==> src/common/fss_consts.svh <==
/*
  constant definitions for the fault status summary bank: command codes,
  field positions, reset values and timing counts.
  assumes inclusion by bare name; definitions only.
*/
`ifndef FSS_CONSTS_SVH
`define FSS_CONSTS_SVH

// ----------------------------------------
// command codes
// ----------------------------------------
`define FSS_CMD_FALL_TIME 8'h65
`define FSS_CMD_SUM_BYTE 8'h78
`define FSS_CMD_SUM_WORD 8'h79
`define FSS_CMD_CLEAR_FAULTS 8'h03
`define FSS_CMD_OUTPUT_VOLTAGE_GROUP_DETAIL 8'h7A

// ----------------------------------------
// fall time fields
// ----------------------------------------
`define FSS_EXP_MSB 15
`define FSS_EXP_LSB 11
`define FSS_EXP_RESET 5'h1E
`define FSS_MAN_MSB 10
`define FSS_MAN_MIN 11'h002
`define FSS_MAN_MAX 11'h07F
`define FSS_FALL_LSB_US 250

// ----------------------------------------
// summary bit positions
// ----------------------------------------
`define FSS_BIT_BUSY 7
`define FSS_BIT_OFF 6
`define FSS_BIT_OUTPUT_OVERVOLTAGE_SUMMARY 5
`define FSS_BIT_OUTPUT_OVERCURRENT_SUMMARY 4
`define FSS_BIT_INPUT_UNDERVOLTAGE_SUMMARY 3
`define FSS_BIT_TEMP 2
`define FSS_BIT_CML 1
`define FSS_BIT_OTHER 0
`define FSS_BIT_VGRP 15
`define FSS_BIT_IGRP 14
`define FSS_BIT_INGRP 13
`define FSS_BIT_MFRGRP 12
`define FSS_BIT_PG 11
`define FSS_BIT_MISCGRP 9
`define FSS_BIT_TONMAX 2
`define FSS_CLR_BYTE 8'h80
`define FSS_CLR_WORD_BUSY 16'h0080
`define FSS_CLR_WORD_BOTH 16'h0180

`endif

==> src/common/fss_pkg.sv <==
/*
  types for the fault status summary bank.
  assumes no other package.
*/
package fss_pkg;
  typedef enum logic [3:0] {
    FSS_IDLE,
    FSS_ADDR,
    FSS_CMD,
    FSS_WDATA,
    FSS_RADDR,
    FSS_RDATA,
    FSS_ACK_WAIT,
    FSS_IGNORE
  } fss_state_t;
endpackage

==> src/rtl/fss_fault_summary.sv <==
/*
  fault status summary bank with a pmbus slave: summary byte (78h), summary
  word (79h), soft-off fall time (65h), clear-faults (03h) and the output
  voltage detail byte (7Ah) so that the max turn-on time flag can be cleared.
  assumes the bus pins and the fault inputs are asynchronous to clk_i; the
  other detailed status registers live outside and report group levels here.
*/
// Contract
// - fall exponent resets to minus two
// - fall mantissa reset loaded from nonvolatile memory
// - accept 0.5 to 31.75 ms fall times
// - below 0.5 ms applied as 0.5 ms
// - out of range write flags invalid, alerts
// - slew quantization at long times, high setpoints
// - summary byte equals word low byte
// - summary bits other than 7, 1 and 0 clear only via detail sources
// - bit 7 latches busy fault
// - writing 80h clears busy flag
// - bit 6 live converter off indicator
// - bits 5,4,3 report ov, oc, uv
// - bits 2,1,0 report temp, cml, other
// - word group flags 15,14,13,12,9 read-only
// - bit 11 live copy of power good
// - word bits 10 and 8 read zero
// - 0080h clears busy, 0180h also other
// - each alerting bit has its own mask
// - detail flags cleared by write-one or clear-faults
// - max turn-on fault sets other and voltage group
`timescale 1ns/1ps
`include "fss_consts.svh"

module fss_fault_summary #(
  parameter logic [6:0] DEV_ADDR = 7'h24
) (
  // clock and reset
  input wire logic clk_i,
  input wire logic sys_rst_i,
  // pmbus pins
  input wire logic scl_i,
  input wire logic sda_i,
  output logic sda_o,
  output logic sda_oe_n_o,
  output logic alert_n_o,
  // nonvolatile defaults
  input wire logic [10:0] nvm_mantissa_i,
  // converter and detail status
  input wire logic conv_off_i,
  input wire logic power_good_pin_i,
  input wire logic busy_fault_i,
  input wire logic output_overvoltage_summary_i,
  input wire logic output_overcurrent_summary_i,
  input wire logic input_undervoltage_summary_i,
  input wire logic temp_i,
  input wire logic cml_i,
  input wire logic output_current_group_grp_i,
  input wire logic input_grp_i,
  input wire logic mfr_grp_i,
  input wire logic misc_grp_i,
  input wire logic tonmax_fault_i,
  input wire logic [7:0] alert_mask_i,
  // converter controls
  output logic [15:0] fall_time_o,
  output logic [10:0] fall_ticks_o,
  output logic invalid_data_o
);

  // ----------------------------------------
  // synchronisers and edge detection
  // ----------------------------------------
  logic [1:0] scl_sync_reg, sda_sync_reg;
  logic [4:0] ev_sync1_reg, ev_sync2_reg;
  logic scl_d_reg, sda_d_reg;
  always_ff @(posedge clk_i) begin
    if (sys_rst_i) begin
      scl_sync_reg <= 2'h3;
      sda_sync_reg <= 2'h3;
      scl_d_reg <= 1'b1;
      sda_d_reg <= 1'b1;
      ev_sync1_reg <= 5'h00;
      ev_sync2_reg <= 5'h00;
    end else begin
      scl_sync_reg <= {scl_sync_reg[0], scl_i};
      sda_sync_reg <= {sda_sync_reg[0], sda_i};
      scl_d_reg <= scl_sync_reg[1];
      sda_d_reg <= sda_sync_reg[1];
      ev_sync1_reg <= {busy_fault_i, tonmax_fault_i, conv_off_i, power_good_pin_i, 1'b0};
      ev_sync2_reg <= ev_sync1_reg;
    end
  end
  logic scl_s, sda_s, scl_rise, scl_fall, start_c, stop_c;
  assign scl_s = scl_sync_reg[1];
  assign sda_s = sda_sync_reg[1];
  assign scl_rise = scl_s && !scl_d_reg;
  assign scl_fall = !scl_s && scl_d_reg;
  assign start_c = scl_s && scl_d_reg && sda_d_reg && !sda_s;
  assign stop_c = scl_s && scl_d_reg && !sda_d_reg && sda_s;

  // detail levels pass two flops before use
  logic [9:0] lvl_sync1_reg, lvl_sync2_reg;
  always_ff @(posedge clk_i) begin
    if (sys_rst_i) begin
      lvl_sync1_reg <= 10'h000;
      lvl_sync2_reg <= 10'h000;
    end else begin
      lvl_sync1_reg <= {output_overvoltage_summary_i, output_overcurrent_summary_i, input_undervoltage_summary_i, temp_i, cml_i,
                        output_current_group_grp_i, input_grp_i, mfr_grp_i, misc_grp_i, 1'b0};
      lvl_sync2_reg <= lvl_sync1_reg;
    end
  end
  logic busy_ev, tonmax_ev, off_live, pg_live;
  logic busy_d_reg, tonmax_d_reg;
  assign busy_ev = ev_sync2_reg[4] && !busy_d_reg;
  assign tonmax_ev = ev_sync2_reg[3] && !tonmax_d_reg;
  assign off_live = ev_sync2_reg[2];
  assign pg_live = ev_sync2_reg[1];
  always_ff @(posedge clk_i) begin
    if (sys_rst_i) begin
      busy_d_reg <= 1'b0;
      tonmax_d_reg <= 1'b0;
    end else begin
      busy_d_reg <= ev_sync2_reg[4];
      tonmax_d_reg <= ev_sync2_reg[3];
    end
  end

  // ----------------------------------------
  // pmbus slave engine
  // ----------------------------------------
  fss_pkg::fss_state_t state_reg;
  logic [3:0] bit_cnt_reg;
  logic [7:0] shift_reg, cmd_reg, wlo_reg, whi_reg;
  logic [1:0] wbyte_cnt_reg;
  logic ack_drive_reg, rd_drive_reg, rd_byte_reg, read_mode_reg;
  logic [15:0] rd_word;
  logic wr_done_pulse;
  logic [15:0] wr_data;
  always_ff @(posedge clk_i) begin
    if (sys_rst_i) begin
      state_reg <= fss_pkg::FSS_IDLE;
      bit_cnt_reg <= 4'h0;
      shift_reg <= 8'h00;
      cmd_reg <= 8'h00;
      wlo_reg <= 8'h00;
      whi_reg <= 8'h00;
      wbyte_cnt_reg <= 2'h0;
      ack_drive_reg <= 1'b0;
      rd_drive_reg <= 1'b0;
      rd_byte_reg <= 1'b0;
      read_mode_reg <= 1'b0;
      wr_done_pulse <= 1'b0;
      wr_data <= 16'h0000;
    end else begin
      wr_done_pulse <= 1'b0;
      if (stop_c) begin
        if (state_reg != fss_pkg::FSS_IGNORE && !read_mode_reg &&
            ((wbyte_cnt_reg == 2'h1 && cmd_reg == `FSS_CMD_SUM_BYTE) ||
             (wbyte_cnt_reg == 2'h1 && cmd_reg == `FSS_CMD_OUTPUT_VOLTAGE_GROUP_DETAIL) ||
             (wbyte_cnt_reg == 2'h2) ||
             (wbyte_cnt_reg == 2'h0 && cmd_reg == `FSS_CMD_CLEAR_FAULTS))) begin
          wr_done_pulse <= 1'b1;
          wr_data <= (wbyte_cnt_reg == 2'h2) ? {whi_reg, wlo_reg} : {8'h00, wlo_reg};
        end
        state_reg <= fss_pkg::FSS_IDLE;
        ack_drive_reg <= 1'b0;
        rd_drive_reg <= 1'b0;
      end else if (start_c) begin
        state_reg <= fss_pkg::FSS_ADDR;
        bit_cnt_reg <= 4'h0;
        read_mode_reg <= 1'b0;
        ack_drive_reg <= 1'b0;
        rd_drive_reg <= 1'b0;
      end else begin
        unique case (state_reg)
          fss_pkg::FSS_IDLE, fss_pkg::FSS_IGNORE: begin
          end
          fss_pkg::FSS_ADDR, fss_pkg::FSS_CMD, fss_pkg::FSS_WDATA: begin
            if (scl_rise && bit_cnt_reg < 4'h8) begin
              shift_reg <= {shift_reg[6:0], sda_s};
              bit_cnt_reg <= bit_cnt_reg + 4'h1;
            end else if (scl_fall && bit_cnt_reg == 4'h8) begin
              bit_cnt_reg <= 4'h9;
              if (state_reg == fss_pkg::FSS_ADDR && shift_reg[7:1] != DEV_ADDR) begin
                state_reg <= fss_pkg::FSS_IGNORE;
              end else begin
                ack_drive_reg <= 1'b1;
              end
            end else if (scl_fall && bit_cnt_reg == 4'h9) begin
              ack_drive_reg <= 1'b0;
              bit_cnt_reg <= 4'h0;
              if (state_reg == fss_pkg::FSS_ADDR && shift_reg[0]) begin
                read_mode_reg <= 1'b1;
                rd_byte_reg <= 1'b0;
                state_reg <= fss_pkg::FSS_RDATA;
                rd_drive_reg <= 1'b1;
                shift_reg <= rd_word[7:0];
              end else if (state_reg == fss_pkg::FSS_ADDR) begin
                state_reg <= fss_pkg::FSS_CMD;
                wbyte_cnt_reg <= 2'h0;
              end else if (state_reg == fss_pkg::FSS_CMD) begin
                cmd_reg <= shift_reg;
                state_reg <= fss_pkg::FSS_WDATA;
              end else begin
                if (wbyte_cnt_reg == 2'h0) begin
                  wlo_reg <= shift_reg;
                end
                // the stop's scl rise shifts one more bit, so keep the high byte here
                if (wbyte_cnt_reg == 2'h1) begin
                  whi_reg <= shift_reg;
                end
                if (wbyte_cnt_reg != 2'h3) begin
                  wbyte_cnt_reg <= wbyte_cnt_reg + 2'h1;
                end
              end
            end
          end
          fss_pkg::FSS_RDATA: begin
            if (scl_fall && bit_cnt_reg < 4'h7) begin
              shift_reg <= {shift_reg[6:0], 1'b0};
              bit_cnt_reg <= bit_cnt_reg + 4'h1;
            end else if (scl_fall && bit_cnt_reg == 4'h7) begin
              rd_drive_reg <= 1'b0;
              bit_cnt_reg <= 4'h8;
            end else if (scl_rise && bit_cnt_reg == 4'h8) begin
              // master nack ends the read
              state_reg <= sda_s ? fss_pkg::FSS_IGNORE : fss_pkg::FSS_ACK_WAIT;
            end
          end
          fss_pkg::FSS_ACK_WAIT: begin
            if (scl_fall) begin
              bit_cnt_reg <= 4'h0;
              rd_byte_reg <= 1'b1;
              rd_drive_reg <= 1'b1;
              shift_reg <= rd_byte_reg ? 8'hFF : rd_word[15:8];
              state_reg <= fss_pkg::FSS_RDATA;
            end
          end
          default: state_reg <= fss_pkg::FSS_IDLE;
        endcase
      end
    end
  end

  // ----------------------------------------
  // summary and detail state
  // ----------------------------------------
  logic busy_reg, tonmax_reg, invalid_reg;
  logic [15:0] fall_reg;
  logic man_loaded_reg;
  logic wr_fall, wr_byte, wr_word, wr_vdet, wr_clr;
  assign wr_fall = wr_done_pulse && cmd_reg == `FSS_CMD_FALL_TIME;
  assign wr_byte = wr_done_pulse && cmd_reg == `FSS_CMD_SUM_BYTE;
  assign wr_word = wr_done_pulse && cmd_reg == `FSS_CMD_SUM_WORD;
  assign wr_vdet = wr_done_pulse && cmd_reg == `FSS_CMD_OUTPUT_VOLTAGE_GROUP_DETAIL;
  assign wr_clr = wr_done_pulse && cmd_reg == `FSS_CMD_CLEAR_FAULTS;

  // set wins over clear on every latched flag
  always_ff @(posedge clk_i) begin
    if (sys_rst_i) begin
      busy_reg <= 1'b0;
    end else if (busy_ev) begin
      busy_reg <= 1'b1;
    end else if ((wr_byte && wr_data[7:0] == `FSS_CLR_BYTE) ||
                 (wr_word && (wr_data == `FSS_CLR_WORD_BUSY || wr_data == `FSS_CLR_WORD_BOTH)) ||
                 wr_clr) begin
      busy_reg <= 1'b0;
    end
  end

  always_ff @(posedge clk_i) begin
    if (sys_rst_i) begin
      tonmax_reg <= 1'b0;
    end else if (tonmax_ev) begin
      tonmax_reg <= 1'b1;
    end else if (wr_clr || (wr_vdet && wr_data[`FSS_BIT_TONMAX]) ||
                 (wr_word && wr_data == `FSS_CLR_WORD_BOTH)) begin
      tonmax_reg <= 1'b0;
    end
  end

  function automatic logic fall_ok(input logic [15:0] v);
    fall_ok = v[`FSS_EXP_MSB:`FSS_EXP_LSB] == `FSS_EXP_RESET && !v[`FSS_MAN_MSB] &&
              v[`FSS_MAN_MSB:0] <= `FSS_MAN_MAX;
  endfunction

  always_ff @(posedge clk_i) begin
    if (sys_rst_i) begin
      fall_reg <= {`FSS_EXP_RESET, 11'h000};
      man_loaded_reg <= 1'b0;
      invalid_reg <= 1'b0;
    end else begin
      if (!man_loaded_reg) begin
        fall_reg[`FSS_MAN_MSB:0] <= nvm_mantissa_i;
        man_loaded_reg <= 1'b1;
      end else if (wr_fall && fall_ok(wr_data)) begin
        fall_reg <= wr_data;
      end
      if (wr_fall && !fall_ok(wr_data)) begin
        invalid_reg <= 1'b1;
      end else if (wr_clr || (wr_word && wr_data == `FSS_CLR_WORD_BOTH)) begin
        invalid_reg <= 1'b0;
      end
    end
  end

  // ----------------------------------------
  // read image and alert
  // ----------------------------------------
  logic [7:0] sum_byte;
  logic [15:0] sum_word;
  logic other_sum;
  assign other_sum = tonmax_reg;
  assign sum_byte = {busy_reg, off_live, lvl_sync2_reg[9], lvl_sync2_reg[8],
                     lvl_sync2_reg[7], lvl_sync2_reg[6], lvl_sync2_reg[5] | invalid_reg, other_sum};
  assign sum_word = {tonmax_reg | lvl_sync2_reg[9], lvl_sync2_reg[4] | lvl_sync2_reg[8],
                     lvl_sync2_reg[3] | lvl_sync2_reg[7], lvl_sync2_reg[2], pg_live, 1'b0,
                     lvl_sync2_reg[1], 1'b0, sum_byte};
  always_comb begin
    unique case (cmd_reg)
      `FSS_CMD_FALL_TIME: rd_word = fall_reg;
      `FSS_CMD_SUM_BYTE: rd_word = {8'hFF, sum_byte};
      `FSS_CMD_SUM_WORD: rd_word = sum_word;
      `FSS_CMD_OUTPUT_VOLTAGE_GROUP_DETAIL: rd_word = {8'hFF, {lvl_sync2_reg[9], 4'h0, tonmax_reg, 2'h0}};
      default: rd_word = 16'hFFFF;
    endcase
  end

  logic [7:0] alert_src;
  logic alert_reg;
  assign alert_src = {busy_reg, 1'b0, sum_byte[5:0]};
  always_ff @(posedge clk_i) begin
    if (sys_rst_i) begin
      alert_reg <= 1'b0;
    end else begin
      alert_reg <= |(alert_src & ~alert_mask_i);
    end
  end

  // ----------------------------------------
  // outputs
  // ----------------------------------------
  // slope quantization happens in the analog slew; ticks are exact here
  always_ff @(posedge clk_i) begin
    if (sys_rst_i) begin
      fall_ticks_o <= `FSS_MAN_MIN;
    end else begin
      fall_ticks_o <= (fall_reg[`FSS_MAN_MSB:0] < `FSS_MAN_MIN) ? `FSS_MAN_MIN : fall_reg[`FSS_MAN_MSB:0];
    end
  end
  assign fall_time_o = fall_reg;
  assign invalid_data_o = invalid_reg;
  assign alert_n_o = !alert_reg;
  assign sda_o = rd_drive_reg ? shift_reg[7] : 1'b0;
  assign sda_oe_n_o = !(ack_drive_reg || (rd_drive_reg && !shift_reg[7]));

endmodule

==> config.mk <==
export PLATFORM = sky130hd
export DESIGN_NAME = fss_fault_summary
export DESIGN_NICKNAME = d
export VERILOG_FILES = /design/src/common/fss_pkg.sv /design/src/rtl/fss_fault_summary.sv
export VERILOG_INCLUDE_DIRS = /design/src /design/src/common
export SDC_FILE = /design/constraint.sdc
export NUM_CORES = 1
export LEC_CHECK = 0
export BUFFER_PORTS_ARGS = -buffer_cell sky130_fd_sc_hd__buf_2
export CELL_PAD_IN_SITES_DETAIL_PLACEMENT = 0
export CELL_PAD_IN_SITES_GLOBAL_PLACEMENT = 1
export CORE_ASPECT_RATIO = 1.1
export CORE_MARGIN = 5
export CORE_UTILIZATION = 48
export CTS_CLUSTER_DIAMETER = 40
export DETAILED_ROUTE_END_ITERATION = 10
export PLACE_DENSITY_LB_ADDON = 0.1
export SYNTH_ARGS = -nofsm -noshare
export SYNTH_HDL_FRONTEND = slang
export SYNTH_SLANG_ARGS = --single-unit
==> constraint.sdc <==
create_clock -name clk_i -period 3.8 [get_ports clk_i]
set_input_delay 0.76 -clock clk_i [delete_from_list [all_inputs] [get_ports clk_i]]
set_output_delay 0.76 -clock clk_i [all_outputs]
set_load 0.02 [all_outputs]
======== Word level (Yosys, flattened, before mapping) ========
Cells that the tools add are included.
storage, ports and cells
  flip-flop bits (word level) ............. 133
  bits in read-only memories .............. 0
  latch bits .............................. 0
  memories ................................ 0
  input port bits ......................... 36
  memory bits (writable) .................. 0
  output and inout bits ................... 31
cells by class
  bitwise operators ....................... 14
  order comparisons ....................... 4
  multiply operators ...................... 0
  equality and inequality tests ........... 55
  shift-type cells ........................ 0
  add/subtract/negate cells ............... 2
  div/mod/pow operators ................... 0
  reductions and logical operators ........ 92
  muxes and demuxes ....................... 64
operator list
  kind                                                             count
  2-to-1 mux 4 bit                                                 18
  case mux 16 bit (4 select lines)                                 1
  2-to-1 mux 8 bit                                                 7
  logical AND 1 bit                                                36
  AND reduction 9 bit                                              4
  equality test 8 x 7 -> 1 bit, second input constant              4
  != test 2 bit, second input constant                             16
  != test 3 bit, second input constant                             10
  2-to-1 mux 1 bit                                                 27
  case mux 8 bit (3 select lines)                                  1
  AND reduction 8 bit                                              3
  2-to-1 mux 11 bit                                                2
  AND reduction 10 bit                                             2
  nonzero test 2 bit                                               9
  equality test 16 x 8 -> 1 bit, second input constant             1
  equality test 16 x 9 -> 1 bit, second input constant             1
  equality test 4 x 3 -> 1 bit, second input constant              4
  2-to-1 mux 16 bit                                                1
  case mux 4 bit (4 select lines)                                  1
  zero test 1 bit                                                  12
  != test 4 bit, second input constant                             3
  case mux 4 bit (3 select lines)                                  1
  less-or-equal comparator 11 x 7 -> 1 bit, second input constant  1
  < comparator 11 x 2 -> 1 bit, second input constant              1
  36 further kinds                                                 65

======== Logic depth before layout (Yosys ltp) ========
Gate-level depths: netlist of run 1.
  depth in word-level cells ............... 9
  gate-level depth with buffers ........... 8
  gate-level depth less buffers ........... 7

======== Worst setup path after synthesis of run 1 ========
No wires, ideal clock.
  path kind ............................... register -> register
  start point ............................. register bit_cnt_reg[0]
  end point ............................... register shift_reg[6]
  setup time .............................. 0.133 ns
  period minus slack after synthesis ...... 2.155 ns
  cell stages (with the launch flop) ...... 9
  data arrival time ....................... 2.022 ns
  slack ................................... 1.645 ns
  cells stage by stage .................... dfxtp_1 inv_1 ha_1 and3b_1 buf_6 and2_4 a2111oi_4 o311a_2 a311oi_1
between the ends
  word-level cells in the longest chain between the ends .. 4
ends and longest elaborated chain
  what                                                                                            RTL line                  RTL
  start, declared                                                                                 fss_fault_summary.sv:130  logic [3:0] bit_cnt_reg;
  start signal, assigned                                                                          fss_fault_summary.sv:179  bit_cnt_reg <= bit_cnt_reg + 4'h1;
  start signal, assigned                                                                          fss_fault_summary.sv:219  bit_cnt_reg <= bit_cnt_reg + 4'h1;
  < comparator 4 bit, or another cell as far along                                                fss_fault_summary.sv:177  if (scl_rise && bit_cnt_reg < 4'h8) begin
  logical AND 1 bit, on equally long branches                                                     --
  != test 3 bit (no source line), or another cell as far along                                    --
  AND reduction 8 bit (no source line) / case mux 8 bit (3 select lines) (equally long branches)  --
  end signal, assigned                                                                            fss_fault_summary.sv:178  shift_reg <= {shift_reg[6:0], sda_s};
  end signal, assigned                                                                            fss_fault_summary.sv:195  shift_reg <= rd_word[7:0];
  end signal, assigned                                                                            fss_fault_summary.sv:218  shift_reg <= {shift_reg[6:0], 1'b0};
  end, declared                                                                                   fss_fault_summary.sv:131  logic [7:0] shift_reg, cmd_reg, wlo_reg, whi_reg;
Several ways; a longest one is shown, not always the timed one.
A chain may end at the register's enable or synchronous reset.

======== Worst setup path in the final report of run 1 ========
  start point ............................. register bit_cnt_reg[0]
  end point ............................... register shift_reg[1]
Same word-level chain as after synthesis.

==> key figures, run 1 <==
Outcome
  – Status: finished clean

Clock tree
  – H-tree Lvls: 4
  – Cts hold-fix bufs: 0
  – Post-CTS Repair Setup Buffers: 0
  – Clock slew at reported path FFs: 50 ps
  – TritonCTS Sinks: 128
  – Root Buffer: clkbuf_16
  – Total CTS buffers: 17
  – PostCTS Resize Cnt: 0
  – CTS tree: yes
  – Worst-Skew Late Latency: 410 ps
  – Maximum buffer depth of the clock tree: 2

Pwr
  – Pint: 2.44 mW
  – Comb pwr share: 0.051
  – Switching pwr: 0.713 mW
  – Pwr dens: 484 mW/mm^2
  – Worst VDD drop: 0.337 mV
  – Leak: 2.65 nW
  – Clk network pwr share: 0.497
  – Sequential power share: 0.453
  – Switch share: 0.226

Setup path
  – CP endpoint: shift_reg[1]
  – Worst R2R Path Depth: 7
  – Worst path required time: 4050 ps
  – Crit path launch: bit_cnt_reg[0]
  – Crit Path Max Fanout: 10
  – Crit Path Class: flip-flop to flip-flop
  – Worst reg2reg startpoint: bit_cnt_reg[0]
  – CP Capture Type: flip-flop
  – CP Launch Type: flip-flop
  – Crit path DAT: 2690 ps
  – Crit Reg-Reg Endpoint: shift_reg[1]
  – Reg2reg setup slack: 1360 ps

Synthesis
  – Mean post-synth cell area: 9.38 um^2
  – Synth Area in Simple Gates: 0.239
  – Compound-Gate Fraction of Synth Area: 0.179
  – Synth async-reset ratio: 0
  – Post-synth EDFFs: 0
  – Post-synthesis sequential area ratio: 0.462
  – Ys Warns: 0
  – Yosys cell types: 71
  – Main synth FF type: dfxtp_1
  – Cell Area, Synth: 0.00554 mm^2
  – XOR/XNOR share of the synthesized area: 0.00316
  – Mux cell area share after synthesis: 0.0596
  – Post-Synthesis Cells: 591
  – Largest family of logic cells by synthesized area: simple AND/OR/NAND/NOR gates
  – Adder-Cell Fraction of Synth Area: 0.0158
  – Post-Syn Nets: 634
  – Synthesized flop and latch total: 128

STA
  – Final Hold Viols: 0
  – Worst-Margin Slew: 973 ps
  – Max Fclk: 0.409 GHz
  – Final setup viols: 0
  – Final period utilization: 0.643
  – Hold slack: 405 ps
  – Setup ws final: 1360 ps
  – Rel. slew slack: 0.348
  – Total negative slack: 0 ps
  – Worst Clk Skew: 5.85 ps
  – RSZ-0062 raised after global routing: no
  – Min Tclk post-route: 2440 ps
  – Slew Viols, Final: 0

Global routing
  – Total track usage: 0.219
  – Vias in the first global route: 4,543
  – Grt total ovfl: 0
  – Largest net degree at the start of global routing: 94
  – Global-route wire length before repair: 23,700 um
  – Initial antenna violation count: 0

Place
  – Final HPWL DP: 10,200 um
  – Pre-CTS worst setup slack: 1390 ps
  – Buffers on Ports: 65
  – RePlAce Congestion: 0.882
  – DP Cell Count: 775

Drt
  – Per-cell routed wire length: 18.2 um
  – Pre-antenna DRT Iters: 10
  – Residual DRC count: 0
  – Via-to-Cell Ratio: 5.74
  – DR iter-0 viols: 311
  – Via count: 4,622
  – Post-DRT Antenna Nets: 0
  – Routed WL: 14,700 um

Die
  – Core area: 0.0114 mm^2
  – Rows: 41
  – Die Span Y: 123 um
  – IO Count: 67
  – DIE AREA: 0.0138 mm^2
  – Chip Width: 112 um
  – Initial Util: 0.487

Cells and area
  – Final std cells w/o fill: 805
  – Fin nets: 687
  – Share of cells above drive strength 1: 0.185
  – Diodes inserted: 0
  – Area Overhead vs Synth: 17.4%
  – Final core occ: 0.571

Worst hold path
  – Worst hold path type: flip-flop to flip-flop

Job
  – Max Cap Viol: 0
==> cells in the mapped netlist (all sizes together) (7+ instances only) <==
master,count,area [um^2]
clkbuf,22,82.6
nor3,10,50.1
nand2b,15,93.8
o21ai,16,80.1
nor2,62,233
nand3,20,110
nor2b,41,259
ha,7,87.6
mux2i,33,330
and2,9,60.1
or3,8,51.3
dfxtp,128,2560
a311oi,8,70.1
a222oi,7,70.1
a21oi,32,160
inv,18,67.6
or2,7,43.8
a31oi,8,50.1
a22oi,11,82.6
buf,14,80.1
nand2,16,60.1
==> worst min path at each step <==
stage | startpoint | endpoint | depth (start not counted)
4_1_cts | scl_sync_reg[0] | scl_sync_reg[1] | 1
3_5_place_dp | scl_sync_reg[0] | scl_sync_reg[1] | 1
2_1_floorplan | scl_sync_reg[0] | scl_sync_reg[1] | 1
3_3_place_gp | scl_sync_reg[0] | scl_sync_reg[1] | 1
6_report | scl_sync_reg[0] | scl_sync_reg[1] | 1
5_1_grt | scl_sync_reg[0] | scl_sync_reg[1] | 1
==> layout by cell type, fill, tap and decap left out, drive strengths merged, types with 5 or more instances in the layout <==
master   count
dfxtp      128
buf         70
nor2        62
nor2b       41
mux2i       33
a21oi       32
nand3       20
clkbuf      20
inv         19
o21ai       16
nand2       16
nand2b      15
a22oi       11
nor3        10
and2         9
a311oi       8
a31oi        8
or3          8
or2          7
a222oi       7
ha           7
nand3b       6
a2bb2oi      6
o2111ai      6
and3         5
a22o         5
nor4         5
clkinv       5
==> layer usage <==
| metal | vias up | share of wire | wire [um] | track usage |
|---|---|---|---|---|
| li1 | 2256 | - | - | - |
| met1 | 2175 | 0.45 | 6550 | 0.272 |
| met2 | 169 | 0.47 | 6890 | 0.358 |
| met3 | 22 | 0.067 | 979 | 0.0621 |
| met4 | 0 | 0.017 | 246 | 0.0902 |
| met5 | - | 0 | 0 | 0 |
==> critical path, cell delays in order (launching register included) <==
cell       delay (ps)
dfxtp_1           420
inv_1              80
ha_1              250
and3b_1           260
and2_4            200
a2111oi_4         620
o311a_2           350
a311oi_1          100
==> metrics by stage <==
stage	power [mW]	instance area, um^2
after floorplan	1.55	5540
after global placement	1.61	5940
after detailed placement	1.61	5940
after CTS	3.18	6510
after global routing	3.26	6510
final	3.15	6510
==> power by group through the flow <==
stage | clock network [mW] | registers, mW | logic [mW]
after global placement | 0 | 1.45 | 0.158
final | 1.56 | 1.43 | 0.160
after floorplan | 0 | 1.44 | 0.107
after detailed placement | 0 | 1.45 | 0.160
after CTS | 1.59 | 1.43 | 0.161
after global routing | 1.66 | 1.43 | 0.176
==> cells by family (layout without fill, tap and decap cells) <==
kind of cell             Yosys count  count (layout)
AO/OA/AOI/OAI                    135             135
XOR/XNOR                           2               2
adder cells (fa/ha/maj)            7               7
buffers and inverters             54             118
flip-flops                       128             128
multiplexers                      33              33
AND/OR/NAND/NOR                  232             232
==> area by class of cell <==
| class | instances | area, um^2 |
|---|---|---|
| Clock buffer | 20 | 457 |
| Clock inverter | 10 | 113 |
| Fill cell | 1090 | 4880 |
| Inverter | 18 | 67.6 |
| Multi-Input combinational cell | 409 | 2760 |
| Sequential cell | 128 | 2560 |
| Tap cell | 150 | 188 |
| Timing Repair Buffer | 70 | 365 |
(Power assumes the default switching activity.)
==> run 2, diff against run 1 <==
--- a/config.mk
+++ b/config.mk
@@ -6,12 +6,13 @@
 export SDC_FILE = /design/constraint.sdc
 export NUM_CORES = 1
 export LEC_CHECK = 0
+export ABC_AREA = 1
 export BUFFER_PORTS_ARGS = -buffer_cell sky130_fd_sc_hd__buf_2
 export CELL_PAD_IN_SITES_DETAIL_PLACEMENT = 0
 export CELL_PAD_IN_SITES_GLOBAL_PLACEMENT = 1
 export CORE_ASPECT_RATIO = 1.1
 export CORE_MARGIN = 5
-export CORE_UTILIZATION = 48
+export CORE_UTILIZATION = 38
 export CTS_CLUSTER_DIAMETER = 40
 export DETAILED_ROUTE_END_ITERATION = 10
 export PLACE_DENSITY_LB_ADDON = 0.1
==> constraint.sdc (replaced) <==
create_clock -name clk_i -period 2.05 [get_ports clk_i]
set_input_delay 0.41 -clock clk_i [delete_from_list [all_inputs] [get_ports clk_i]]
set_output_delay 0.41 -clock clk_i [all_outputs]
set_load 0.02 [all_outputs]
==> key figures, run 2 <==
Cells and area
  – Diodes inserted: 0 (unchanged)
  – Most frequent cells in the layout: nand2_1 (169), nor2_1 (157), dfxtp_1 (127) (was dfxtp_1 (128), buf_2 (64), nor2_1 (62))
  – Share of cells above drive strength 1: 0.179 (was 0.185)
  – Area Overhead vs Synth: 20.9% (was 17.4%)
  – Fin nets: 998 (was 687)
  – FILL cells: 1,657 (was 1,090)
  – Most common cell after layout, fill and taps aside: nand2_1 (was dfxtp_1)

Synthesis
  – Synth Area in Simple Gates: 0.354 (was 0.239)
  – Synthesized flop and latch total: 128 (unchanged)
  – Post-synth top cells: nand2_1 (170), nor2_1 (158), dfxtp_1 (128) (was dfxtp_1 (128), nor2_1 (62), nor2b_1 (40))
  – Yosys cell types: 38 (was 71)
  – Post-Synthesis Cells: 867 (was 591)
  – Mux cell area share after synthesis: 0 (was 0.0596)
  – Compound-Gate Fraction of Synth Area: 0.104 (was 0.179)
  – Cell taking the most area after synthesis: dfxtp_1 (unchanged)
  – Adder-Cell Fraction of Synth Area: 0.0147 (was 0.0158)
  – Most frequent cell after synthesis: nand2_1 (was dfxtp_1)
  – XOR/XNOR share of the synthesized area: 0 (was 0.00316)
  – Mean post-synth cell area: 6.88 um^2 (was 9.38 um^2)
  – Post-Syn Nets: 910 (was 634)
  – Cell Area, Synth: 0.00596 mm^2 (was 0.00554 mm^2)
  – Synth async-reset ratio: 0 (unchanged)
  – Post-synth EDFFs: 0 (unchanged)
  – Synth area leaders: dfxtp_1 (43%), nand2_1 (11%), nor2_1 (9.9%) (was dfxtp_1 (46%), mux2i_1 (6.0%), nor2b_1 (4.5%))
  – Main synth FF type: dfxtp_1 (unchanged)
  – Post-synthesis sequential area ratio: 0.430 (was 0.462)
  – Largest family of logic cells by synthesized area: simple AND/OR/NAND/NOR gates (unchanged)
  – Ys Warns: 0 (unchanged)
  – Synth top area share: 0.430 (was 0.462)

STA
  – Final Hold Viols: 0 (unchanged)
  – Total negative slack: 0 ps (unchanged)
  – Final period utilization: 0.901 (was 0.643)
  – Max Fclk: 0.541 GHz (was 0.409 GHz)
  – RSZ-0062 raised after global routing: no (unchanged)
  – Worst Clk Skew: 8.95 ps (was 5.85 ps)
  – Min Tclk post-route: 1850 ps (was 2440 ps)
  – Final setup viols: 0 (unchanged)
  – Hold slack: 170 ps (was 405 ps)
  – Rel. slew slack: 0.647 (was 0.348)
  – Worst-Margin Slew: 529 ps (was 973 ps)
  – Slew Viols, Final: 0 (unchanged)

Setup path
  – Crit Path Max Fanout: 9 (was 10)
  – Max stage delay on crit path: 390 ps (was 620 ps)
  – Crit Path Class: flip-flop to flip-flop (unchanged)
  – CP Launch Type: flip-flop (unchanged)
  – CP Capture Type: flip-flop (unchanged)
  – Crit path DAT: 2160 ps (was 2690 ps)
  – CP top delay family: simple AND/OR/NAND/NOR gates (was compound AO/OA/AOI/OAI gates)
  – Worst path required time: 2360 ps (was 4050 ps)
  – CP bufs+invs: 2 (was 1)
  – Crit-path cells: nand2_1, nor2_2, buf_4, nor3_2, nand2_1, inv_2, nor2_1, nor2_1 (was inv_1, ha_1, and3b_1, and2_4, a2111oi_4, o311a_2, a311oi_1)
  – CP max stage cell: dfxtp_1 (was a2111oi_4)

Die
  – Chip Width: 129 um (was 112 um)
  – Initial Util: 0.383 (was 0.487)
  – Core area: 0.0156 mm^2 (was 0.0114 mm^2)
  – Rows: 48 (was 41)
  – Die Span Y: 141 um (was 123 um)
  – DIE AREA: 0.0183 mm^2 (was 0.0138 mm^2)
  – IO Count: 67 (unchanged)

Drt
  – Post-DRT Antenna Nets: 0 (unchanged)
  – Met3 WL: 639 um (was 979 um)
  – Pre-antenna DRT Iters: 5 (was 10)
  – Residual DRC count: 0 (unchanged)
  – Routed WL: 18,100 um (was 14,700 um)
  – Via count: 5,714 (was 4,622)
  – Per-cell routed wire length: 15.5 um (was 18.2 um)
  – Via-to-Cell Ratio: 4.90 (was 5.74)
  – Met2 routed WL: 9010 um (was 6890 um)
  – Top Metal Used: met4 (unchanged)
  – DR iter-0 viols: 241 (was 311)
  – Met1 WL: 7800 um (was 6550 um)

Clock tree
  – Maximum buffer depth of the clock tree: 2 (unchanged)
  – CTS tree: yes (unchanged)
  – Post-CTS Repair Setup Buffers: 0 (unchanged)
  – Total CTS buffers: 17 (unchanged)
  – H-tree Lvls: 4 (unchanged)
  – Cts hold-fix bufs: 0 (unchanged)
  – Root Buffer: clkbuf_16 (unchanged)
  – Worst-Skew Late Latency: 420 ps (was 410 ps)
  – Clock slew at reported path FFs: 60 ps (was 50 ps)
  – TritonCTS Sinks: 128 (unchanged)

Outcome
  – Status: finished clean (unchanged)

Job
  – Max Cap Viol: 0 (unchanged)

Pwr
  – Worst VDD drop: 0.643 mV (was 0.337 mV)
  – Pwr dens: 981 mW/mm^2 (was 484 mW/mm^2)
  – Total power draw: 7.07 mW (was 3.15 mW)
  – Leak: 3.24 nW (was 2.65 nW)

Global routing
  – Total track usage: 0.204 (was 0.219)
  – Initial antenna violation count: 0 (unchanged)
  – Vias in the first global route: 5,617 (was 4,543)
  – Grt total ovfl: 0 (unchanged)
  – Largest net degree at the start of global routing: 64 (was 94)
  – Global-route wire length before repair: 28,700 um (was 23,700 um)

Place
  – RePlAce Congestion: 0.887 (was 0.882)
  – Final HPWL DP: 13,800 um (was 10,200 um)
  – Buffers on Ports: 65 (unchanged)

Worst hold path
  – Worst hold path type: input port to flip-flop (was flip-flop to flip-flop)
run 2: cell types whose count changed in the layout (fill, tap and decap cells not counted), moves of 10 or more:
cell / delta
a21oi_1: +22
o21ai_0: +19
nand2_1: +153
nor2b_1: -40
buf_4: +20
nand2b_1: -15
nand4_1: +10
o21ai_1: +10
mux2i_1: -33
inv_1: +98
nor2_1: +95
nand3_1: +57
a22oi_1: -11
run 2: path summary, 6_finish.rpt:
check / to / slack (ps) / depth (start not counted) / from
worst min register to register: ev_sync2_reg[2] / 400 / 2 / ev_sync1_reg[2]
worst max-delay path: wlo_reg[0] / 200 / 8 / scl_sync_reg[1]
worst max register to register: wlo_reg[0] / 200 / 8 / scl_sync_reg[1]
worst min-delay path: scl_sync_reg[0] / 170 / 2 / scl_i
run 2: what timing repair did:
| item | 4_1_cts | 5_1_grt |
|---|---|---|
| setup endpoints to repair | 0 | 17 |
| hold endpoints to repair | 0 | 0 |
| resized for setup | 0 | 4 |
run 2: routing by layer:
| metal | track usage | vias up |
|---|---|---|
| li1 | - | 2929 |
| met2 | 0.350 | 125 |
| met4 | 0.0919 | 0 |
| met1 | 0.242 | 2623 |
| met5 | 0 | - |
| met3 | 0.0463 | 37 |
run 2: final cells by class:
| cell class | count | area, um^2 | share of cell area |
|---|---|---|---|
| multi-input cells | 590 | 2820 | 0.392 |
| clock buffers | 20 | 457 | 0.0633 |
| well taps | 200 | 250 | 0.0347 |
| repair buffers | 93 | 561 | 0.0777 |
| clock inverters | 9 | 88.8 | 0.0123 |
| inverters | 125 | 469 | 0.0650 |
| flip-flops and latches | 128 | 2560 | 0.355 |
run 2: power by group:
group / leakage (nW) / total (mW) / internal [mW] / switching [mW]
Sequential: 1.05 / 2.90 / 2.68 / 0.222
Combinational: 1.94 / 1.35 / 0.466 / 0.889
Clock: 0.260 / 2.82 / 1.71 / 1.11
run 2: stage by stage:
| stage | cells | setup WS, ps | cell area [um^2] | utilization |
|---|---|---|---|---|
| 4_1_cts | 1165 | 79.4 | 7200 | 0.463 |
| 3_3_place_gp | 1136 | 118 | 6660 | 0.428 |
| 6_report | 1165 | 202 | 7210 | 0.464 |
| 3_5_place_dp | 1136 | 122 | 6660 | 0.428 |
| 5_1_grt | 1165 | 23.4 | 7210 | 0.464 |
| 2_1_floorplan | 867 | 430 | 5960 | - |
run 2: cells by family after synthesis:
kind of cell / after synthesis
DFF: 128
AOI/OAI and AO/OA: 114
buffers and inverters: 149
adders and majority gates: 7
and+or+nand+nor: 469
